## config.mk

```make
export PLATFORM = sky130hd
export DESIGN_NAME = ida_core
export DESIGN_NICKNAME = d
export VERILOG_FILES = /design/src/shared/ida_pkg.sv /design/src/ida_ram.sv /design/src/ida_core.sv
export VERILOG_INCLUDE_DIRS = /design/src /design/src/shared
export SDC_FILE = /design/constraint.sdc
export NUM_CORES = 2
export LEC_CHECK = 0
export BUFFER_PORTS_ARGS = -buffer_cell sky130_fd_sc_hd__buf_2
export CORE_ASPECT_RATIO = 0.7
export CORE_MARGIN = 8
export CORE_UTILIZATION = 63
export DETAILED_ROUTE_END_ITERATION = 16
export PLACE_DENSITY = 0.79
export SLEW_MARGIN = 10
export SYNTH_ARGS = -nofsm -noshare
export SYNTH_HDL_FRONTEND = slang
export SYNTH_HIERARCHICAL = 1
export SYNTH_MEMORY_MAX_BITS = 65536
export SYNTH_SLANG_ARGS = --single-unit
```

## constraint.sdc

```tcl
create_clock -name clk -period 5.15 [get_ports clk]
set_input_delay 0.515 -clock clk [delete_from_list [all_inputs] [get_ports clk]]
set_output_delay 0.515 -clock clk [all_outputs]
set_load 0.05 [all_outputs]
```

## src/shared/ida_defines.svh

```systemverilog
// Purpose : constants for the indirect data memory access block
// Assumes : 10-bit data memory address, sector in the upper bits
// Notes   : offsets are special-area locations within sector 0
`ifndef IDA_DEFINES_SVH
`define IDA_DEFINES_SVH

// ****************************************************************
// address layout
// ****************************************************************
`define IDA_ADDR_W        10
`define IDA_SECT_W        2
`define IDA_DATA_W        8
`define IDA_RAM_IDX_W     9
`define IDA_SECT_MSB      9
`define IDA_SECT_LSB      8
`define IDA_SPECIAL_TOP   8'h7f
`define IDA_SPLIT_BIT     7
`define IDA_ZERO_BYTE     8'h00

// ****************************************************************
// special-area offsets, sector 0
// ****************************************************************
`define IDA_OFS_PORT_S0   8'h00
`define IDA_OFS_PTR_S0    8'h01
`define IDA_OFS_PORT_A    8'h02
`define IDA_OFS_PTR_A_LO  8'h03
`define IDA_OFS_PTR_A_SEC 8'h04
`define IDA_OFS_PORT_B    8'h0c
`define IDA_OFS_PTR_B_LO  8'h0d
`define IDA_OFS_PTR_B_SEC 8'h0e

// ****************************************************************
// reset values
// ****************************************************************
`define IDA_PTR_RST       8'h00

`endif

```

## src/shared/ida_pkg.sv

```systemverilog
// Purpose : types shared by the indirect access block
// Assumes : ida_defines.svh holds the numbers
// Notes   : decode target kinds only
`default_nettype none

package ida_pkg;

  // ****************************************************************
  // decode target of one data memory address
  // ****************************************************************
  typedef enum logic [3:0] {
    IDA_TGT_NONE     = 4'b0000,  // unused special location
    IDA_TGT_PORT_S0  = 4'b0001,  // sector-0 indirect port
    IDA_TGT_PORT_A   = 4'b0010,  // indirect port a
    IDA_TGT_PORT_B   = 4'b0011,  // indirect port b
    IDA_TGT_PTR_S0   = 4'b0100,  // sector-0 pointer
    IDA_TGT_PTR_A_LO = 4'b0101,  // pointer a low byte
    IDA_TGT_PTR_A_SC = 4'b0110,  // pointer a sector byte
    IDA_TGT_PTR_B_LO = 4'b0111,  // pointer b low byte
    IDA_TGT_PTR_B_SC = 4'b1000,  // pointer b sector byte
    IDA_TGT_RAM      = 4'b1001   // general purpose storage
  } ida_tgt_e;

endpackage

`default_nettype wire

```

## src/ida_ram.sv

```systemverilog
// Purpose : general purpose storage, upper half of every sector
// Assumes : one write port, one combinational read port
// Notes   : contents are data and are not reset
`default_nettype none
`include "ida_defines.svh"

module ida_ram
  import ida_pkg::*;
(
  input  wire logic                        clk,    // system clock
  input  wire logic                        ce,     // clock enable
  input  wire logic                        we,     // write strobe
  input  wire logic [`IDA_RAM_IDX_W-1:0]   widx,   // write index
  input  wire logic [`IDA_DATA_W-1:0]      wdata,  // write byte
  input  wire logic [`IDA_RAM_IDX_W-1:0]   ridx,   // read index
  output logic      [`IDA_DATA_W-1:0]      rdata   // read byte
);

  localparam int DEPTH = 1 << `IDA_RAM_IDX_W;

  logic [`IDA_DATA_W-1:0] mem_q [DEPTH];  // storage array

  // ****************************************************************
  // write port
  // ****************************************************************
  always_ff @(posedge clk) begin
    if (ce && we) begin
      mem_q[widx] <= wdata;
    end
  end

  // read port, combinational
  assign rdata = mem_q[ridx];

endmodule

`default_nettype wire

```

## src/ida_core.sv

```systemverilog
// Purpose : indirect data memory access with memory pointers
// Assumes : core issues one access per cycle on the same clock
// Notes   : other special registers live outside; they read 00 here
//
// Functional notes
// - port access goes to pointed memory location
// - sector-0 port reaches sector 0 only
// - ports a and b pick sector by pointer
// - ports read 00H, writes do nothing
// - five pointer bytes behave as registers
// - wide direct address spans all sectors
// - pointer low byte gives in-sector location
// - 00H-7FH special, upper half general storage
`default_nettype none
`include "ida_defines.svh"

module ida_core
  import ida_pkg::*;
(
  input  wire logic                     clk,          // system clock
  input  wire logic                     nrst,         // async reset, active low
  input  wire logic                     ce,           // clock enable, freezes state
  input  wire logic [`IDA_ADDR_W-1:0]   core_addr,    // operand address, sector in top
  input  wire logic                     core_rd,      // read request
  input  wire logic                     core_wr,      // write request
  input  wire logic [`IDA_DATA_W-1:0]   core_wdata,   // write byte
  output logic      [`IDA_DATA_W-1:0]   core_rdata,   // read byte, registered
  output logic                          core_rvalid,  // read answer pulse
  output logic                          core_claim,   // block owned the last read
  output logic      [`IDA_ADDR_W-1:0]   eff_addr,     // last resolved address
  output logic      [`IDA_DATA_W-1:0]   ptr_s0,       // sector-0 pointer value
  output logic      [`IDA_DATA_W-1:0]   ptr_a_low,    // pointer a low byte
  output logic      [`IDA_DATA_W-1:0]   ptr_a_sector, // pointer a sector byte
  output logic      [`IDA_DATA_W-1:0]   ptr_b_low,    // pointer b low byte
  output logic      [`IDA_DATA_W-1:0]   ptr_b_sector  // pointer b sector byte
);

  // ****************************************************************
  // decode function
  // ****************************************************************

  // classify one full address; used for the operand and the result
  function automatic ida_tgt_e ida_decode(input logic [`IDA_ADDR_W-1:0] a);
    logic [`IDA_SECT_W-1:0] sec;
    logic [`IDA_DATA_W-1:0] ofs;
    sec = a[`IDA_SECT_MSB:`IDA_SECT_LSB];
    ofs = a[`IDA_DATA_W-1:0];
    if (ofs[`IDA_SPLIT_BIT]) begin
      return IDA_TGT_RAM;
    end
    // pointer and port locations are decoded in sector 0 only
    if (sec != '0) begin
      return IDA_TGT_NONE;
    end
    unique case (ofs)
      `IDA_OFS_PORT_S0:   return IDA_TGT_PORT_S0;
      `IDA_OFS_PTR_S0:    return IDA_TGT_PTR_S0;
      `IDA_OFS_PORT_A:    return IDA_TGT_PORT_A;
      `IDA_OFS_PTR_A_LO:  return IDA_TGT_PTR_A_LO;
      `IDA_OFS_PTR_A_SEC: return IDA_TGT_PTR_A_SC;
      `IDA_OFS_PORT_B:    return IDA_TGT_PORT_B;
      `IDA_OFS_PTR_B_LO:  return IDA_TGT_PTR_B_LO;
      `IDA_OFS_PTR_B_SEC: return IDA_TGT_PTR_B_SC;
      default:            return IDA_TGT_NONE;  // other special registers
    endcase
  endfunction

  // true for the three ports without storage
  function automatic logic ida_is_port(input ida_tgt_e t);
    return (t == IDA_TGT_PORT_S0) || (t == IDA_TGT_PORT_A) || (t == IDA_TGT_PORT_B);
  endfunction

  // ****************************************************************
  // state
  // ****************************************************************
  logic [`IDA_DATA_W-1:0]   ptr_s0_q;     // sector-0 pointer
  logic [`IDA_DATA_W-1:0]   ptr_a_lo_q;   // pointer a low
  logic [`IDA_DATA_W-1:0]   ptr_a_sc_q;   // pointer a sector
  logic [`IDA_DATA_W-1:0]   ptr_b_lo_q;   // pointer b low
  logic [`IDA_DATA_W-1:0]   ptr_b_sc_q;   // pointer b sector
  logic [`IDA_DATA_W-1:0]   rdata_q;      // read answer byte
  logic                     rvalid_q;     // read answer pulse
  logic                     claim_q;      // read owned by block
  logic [`IDA_ADDR_W-1:0]   eff_q;        // last resolved address

  // ****************************************************************
  // address formation
  // ****************************************************************
  ida_tgt_e                 op_tgt;       // target of operand address
  ida_tgt_e                 res_tgt;      // target after pointer lookup
  logic [`IDA_ADDR_W-1:0]   res_addr;     // resolved full address
  logic [`IDA_DATA_W-1:0]   rd_byte;      // byte to answer
  logic                     rd_claim;     // block owns this read
  logic [`IDA_DATA_W-1:0]   ram_rdata;    // storage read byte
  logic                     ram_we;       // storage write strobe

  assign op_tgt = ida_decode(core_addr);

  // pick the address the access really goes to
  always_comb begin
    res_addr = core_addr;
    unique case (op_tgt)
      IDA_TGT_PORT_S0: res_addr = {{`IDA_SECT_W{1'b0}}, ptr_s0_q};
      IDA_TGT_PORT_A:  res_addr = {ptr_a_sc_q[`IDA_SECT_W-1:0], ptr_a_lo_q};
      IDA_TGT_PORT_B:  res_addr = {ptr_b_sc_q[`IDA_SECT_W-1:0], ptr_b_lo_q};
      default:         res_addr = core_addr;
    endcase
  end

  assign res_tgt = ida_decode(res_addr);

  // read byte selection from the resolved target
  always_comb begin
    rd_byte  = `IDA_ZERO_BYTE;
    rd_claim = 1'b1;
    unique case (res_tgt)
      IDA_TGT_PTR_S0:   rd_byte = ptr_s0_q;
      IDA_TGT_PTR_A_LO: rd_byte = ptr_a_lo_q;
      IDA_TGT_PTR_A_SC: rd_byte = ptr_a_sc_q;
      IDA_TGT_PTR_B_LO: rd_byte = ptr_b_lo_q;
      IDA_TGT_PTR_B_SC: rd_byte = ptr_b_sc_q;
      IDA_TGT_RAM:      rd_byte = ram_rdata;
      IDA_TGT_PORT_S0,
      IDA_TGT_PORT_A,
      IDA_TGT_PORT_B:   rd_byte = `IDA_ZERO_BYTE;
      // another block answers
      default: begin
        rd_byte  = `IDA_ZERO_BYTE;
        rd_claim = 1'b0;
      end
    endcase
  end

  assign ram_we = core_wr && (res_tgt == IDA_TGT_RAM) && !ida_is_port(res_tgt);

  // ****************************************************************
  // storage
  // ****************************************************************
  ida_ram u_ram (
    .clk   (clk),
    .ce    (ce),
    .we    (ram_we),
    .widx  ({res_addr[`IDA_SECT_MSB:`IDA_SECT_LSB], res_addr[`IDA_SPLIT_BIT-1:0]}),
    .wdata (core_wdata),
    .ridx  ({res_addr[`IDA_SECT_MSB:`IDA_SECT_LSB], res_addr[`IDA_SPLIT_BIT-1:0]}),
    .rdata (ram_rdata)
  );

  // ****************************************************************
  // pointer registers
  // ****************************************************************

  always_ff @(posedge clk or negedge nrst) begin
    if (!nrst) begin
      ptr_s0_q   <= `IDA_PTR_RST;
      ptr_a_lo_q <= `IDA_PTR_RST;
      ptr_a_sc_q <= `IDA_PTR_RST;
      ptr_b_lo_q <= `IDA_PTR_RST;
      ptr_b_sc_q <= `IDA_PTR_RST;
    end else if (ce && core_wr) begin
      unique case (res_tgt)
        IDA_TGT_PTR_S0:   ptr_s0_q   <= core_wdata;
        IDA_TGT_PTR_A_LO: ptr_a_lo_q <= core_wdata;
        IDA_TGT_PTR_A_SC: ptr_a_sc_q <= core_wdata;
        IDA_TGT_PTR_B_LO: ptr_b_lo_q <= core_wdata;
        IDA_TGT_PTR_B_SC: ptr_b_sc_q <= core_wdata;
        default: begin
          // no pointer hit, keep all
        end
      endcase
    end
  end

  // ****************************************************************
  // read answer
  // ****************************************************************

  // answer one cycle after the read request
  always_ff @(posedge clk or negedge nrst) begin
    if (!nrst) begin
      rdata_q  <= `IDA_ZERO_BYTE;
      rvalid_q <= 1'b0;
      claim_q  <= 1'b0;
    end else if (ce) begin
      rvalid_q <= core_rd;
      if (core_rd) begin
        rdata_q <= rd_byte;
        claim_q <= rd_claim;
      end
    end
  end

  // resolved address of each access, for trace
  always_ff @(posedge clk or negedge nrst) begin
    if (!nrst) begin
      eff_q <= '0;
    end else if (ce && (core_rd || core_wr)) begin
      eff_q <= res_addr;
    end
  end

  // ****************************************************************
  // outputs
  // ****************************************************************
  assign core_rdata   = rdata_q;
  assign core_rvalid  = rvalid_q;
  assign core_claim   = claim_q;
  assign eff_addr     = eff_q;
  assign ptr_s0       = ptr_s0_q;
  assign ptr_a_low    = ptr_a_lo_q;
  assign ptr_a_sector = ptr_a_sc_q;
  assign ptr_b_low    = ptr_b_lo_q;
  assign ptr_b_sector = ptr_b_sc_q;

endmodule

`default_nettype wire

```

==> results.yml <==
status:
  outcome: "complete, but fails checks"
  violations: "negative setup slack"
critical_path:
  rrSetupSlack_ns: 0.19
  critical_path_arrival_ns: 6.02
  crit_family: "simple AND/OR/NAND/NOR gates"
  r2r-start: "ptr_b_low[0]"
  crit_path_frequent_cell: "buf_4"
  path_class: "in -> reg"
  worstPathMaxFanout: 15
  cp-end-kind: "flop"
  worst_path_max_delay_cell: "nor4_1"
  cp_cell_sequence: "buf_2 > inv_1 > ha_1 > or3_1 > a2111oi_4 > buf_4 > a311oi_1 > a21o_1 > bufinv_16 > buf_4 > buf_4 > mux2i_1 > a22oi_1 > nand2_1 > a211oi_1 > buf_4 > nor2_1 > nor4_1 > and3_1 > a221o_1 > o22a_1"
  cp_num_buf_inv: 7
  crit_start: "core_addr[1]"
  start_kind: "input pin"
  max_stage_delay_ns: 1.13
  required_ns: 5.97
timing:
  fin_skew_ns: 0.0446
  post-route-period-util_pct: 101
  hold_violations: 0
  drv_slew: 0
  fin_crit_ns: 5.20
  worst_slack_ns: -0.0468
  max_slew_margin_pct: 8.02
  tightest_slew_ns: 1.37
  rsz0062_at_grt: "false"
  max_freq_mhz: 192
  setup_violations: 1
yosys:
  postSynthCellCount: 8318
  yosysSeqAreaShare_pct: 76.1
  ys_types: 90
  ys_seq_elements: 4156
  yosys_warnings: 6
  yosysTopAreaCell: "edfxtp_1"
  synth_nets: 8347
  ys.flop_type: "edfxtp_1"
  ys_top_cells_by_area: "edfxtp_1 75%, mux4_2 8.5%, mux2i_1 5.1%"
  synth.avg_cell_area_um2: 19.7
  synth_enable_flop_cells: 4096
  async_flop_share_pct: 1.44
  synth.top_cell.area_share_pct: 75.2
  netlist_area_um2: 164000
power:
  net-switching-power_mw: 14.8
  p_sw_share_pct: 21.4
  power_density_nw_per_um2: 364
  leakage_nw: 63.4
  power.internal_mw: 54.1
  peakVddDrop_mv: 0.314
  pwr-share-seq_pct: 54.0
  power_frac_clock_pct: 39.9
  power_mw: 68.8
  pwr-share-comb_pct: 6.1
clock_network:
  cts_tree: "done"
  cts-root-buf: "clkbuf_16"
  cts.clk_slew.worst_paths_ns: 0.06
  clock_latency_ns: 0.92
  post_cts_buffers: 0
  cts.path.max_buffers: 4
  h-tree-depth: 5
  cts_made_buffers: 365
  cts.sinks: 4156
route:
  wl_per_cell_um: 33.9
  drt_iter0_markers: 17200
  wl_met1_um: 156000
  avgViaCountPerCell: 7.08
  ant_nets: 0
  wl_met2_um: 202000
  highest_layer: "met5"
  met3_length_um: 72800
  vias: 94100
  routed_wl_um: 450000
  drcViolationCount: 0
  dr.pass1.iters: 6
die:
  dieHeight_um: 442
  start_util_pct: 63.4
  die-area_um2: 277000
  die_w_um: 625
  row_count: 156
  coreArea_um2: 258000
  io_pins: 83
place:
  dp_hpwl_um: 273000
  gp_congestion: 0.956
  portBuffers: 82
worst_hold_path:
  hold_path_class: "in -> reg"
  worstHoldStart: "core_wdata[6]"
cells_and_area:
  area_delta_synth_final_pct: 15.6
  layout_common_cells: "4096 x edfxtp_1, 1106 x buf_4, 841 x mux2i_1"
  nNetsFinal: 9556
  layout_commonest_cell: "edfxtp_1"
  drive_gt1_share_pct: 26.3
  utilization_pct: 73.2
grt:
  antenna_found_initial: 19
  grt_pass1_vias: 93300
  grt_max_degree: 204
  grt.total_usage_pct: 32.0
  grt_pass1_wl_um: 647000
  overflow: 0
job:
  maxCapViolations: 0
## what timing repair did
item,4_1_cts,5_1_grt
resized for setup,0,17
endpoints found under the hold margin,66,0
hold buffers,3,0
endpoints found under the setup margin,0,8
## sequential cells by signal (all words and copies together), names as in the netlist
| register | flops |
|---|---|
| core_claim | 1 |
| core_rdata | 8 |
| core_rvalid | 1 |
| eff_addr | 10 |
| ptr_a_low | 8 |
| ptr_a_sector | 8 |
| ptr_b_low | 8 |
| ptr_b_sector | 8 |
| ptr_s0 | 8 |
| u_ram/mem_q | 4096 |
## power groups by stage
stage	logic (mW)	clock network (mW)	registers [mW]
final	4.17	27.5	37.2
after global routing	4.27	28.7	37.2
after CTS	4.05	27.5	37.2
after detailed placement	3.98	0	37.9
after global placement	3.86	0	37.9
after floorplan	1.93	0	38.0
## worst register-to-register path: cells and delay by family, from the launching register on
family          cells  cell delay (ns)
simple gates        5             1.83
compound gates      8             1.44
buf+inv             4             1.13
flops               1             0.38
mux                 1             0.13
## area by class of cell
type	instances	area (µm²)
Clock buffer	443	9690
Sequential cell	4156	124000
Multi-Input combinational cell	3623	36000
Fill cell	13800	69200
Tap cell	3476	4350
Inverter	13	97.6
Clock inverter	206	2040
Antenna cell	8	20.0
Timing Repair Buffer	1368	12400
## final timing paths
check | endpoint | cells after the start
worst max-delay path | core_rdata[1] | 21
worst min-delay path | u_ram/mem_q[286][6] | 1
worst max register to register | core_rdata[1] | 18
worst min register to register | ptr_a_sector[6] | 1
max in group asynchronous | ptr_b_sector[6] | 3
min in group asynchronous | ptr_b_low[2] | 3
## metal layers
metal / GRT usage, % / up-vias
met1: 45.1 / 47400
li1: - / 37000
met4: 11.5 / 18
met5: 0 / -
met2: 47.5 / 8381
met3: 10.2 / 1327
## synth_stat cells (all sizes together) (3+ instances only)
cell type,n
a211oi,24
a21oi,213
a221o,9
a221oi,7
a22o,7
a22oi,94
a311oi,10
a31oi,6
a32o,4
and2,27
and3,13
and3b,4
and4,8
buf,273
clkbuf,252
dfrtp,60
edfxtp,4096
ha,6
inv,12
mux2,46
mux2i,841
mux4,634
nand2,131
nand2b,10
nand3,40
nand3b,3
nand4,47
nor2,575
nor2b,11
nor3,35
nor3b,9
nor4,36
o2111ai,3
o211ai,3
o21ai,128
o21bai,4
o221ai,368
o22a,10
o22ai,195
o31ai,19
or2,4
or3,3
or4,7
## cells by family after synthesis
logic type,share of synthesized area [%]
AOI/OAI and AO/OA,4.87
muxes,14.2
adders and majority gates,0.0459
DFF,76.1
and+or+nand+nor,2.69
buffers and inverters,2.04
## stage by stage
| stage | TNS, ns | std cells | setup slack, ns | area (µm²) | hold WS (ns) |
|---|---|---|---|---|---|
| CTS | 0 | 13300 | 0.0752 | 189000 | 0.107 |
| detailed placement | -5.60 | 12600 | -0.836 | 177000 | 0.497 |
| global placement | -5.51 | 12600 | -0.837 | 177000 | 0.493 |
| finish | -0.0468 | 13300 | -0.0468 | 189000 | 0.0894 |
| floorplan | 0 | 8318 | 0.170 | 164000 | 0.219 |
| global route | 0 | 13300 | 0.0202 | 189000 | 0.112 |
(Power assumes the default switching activity.)
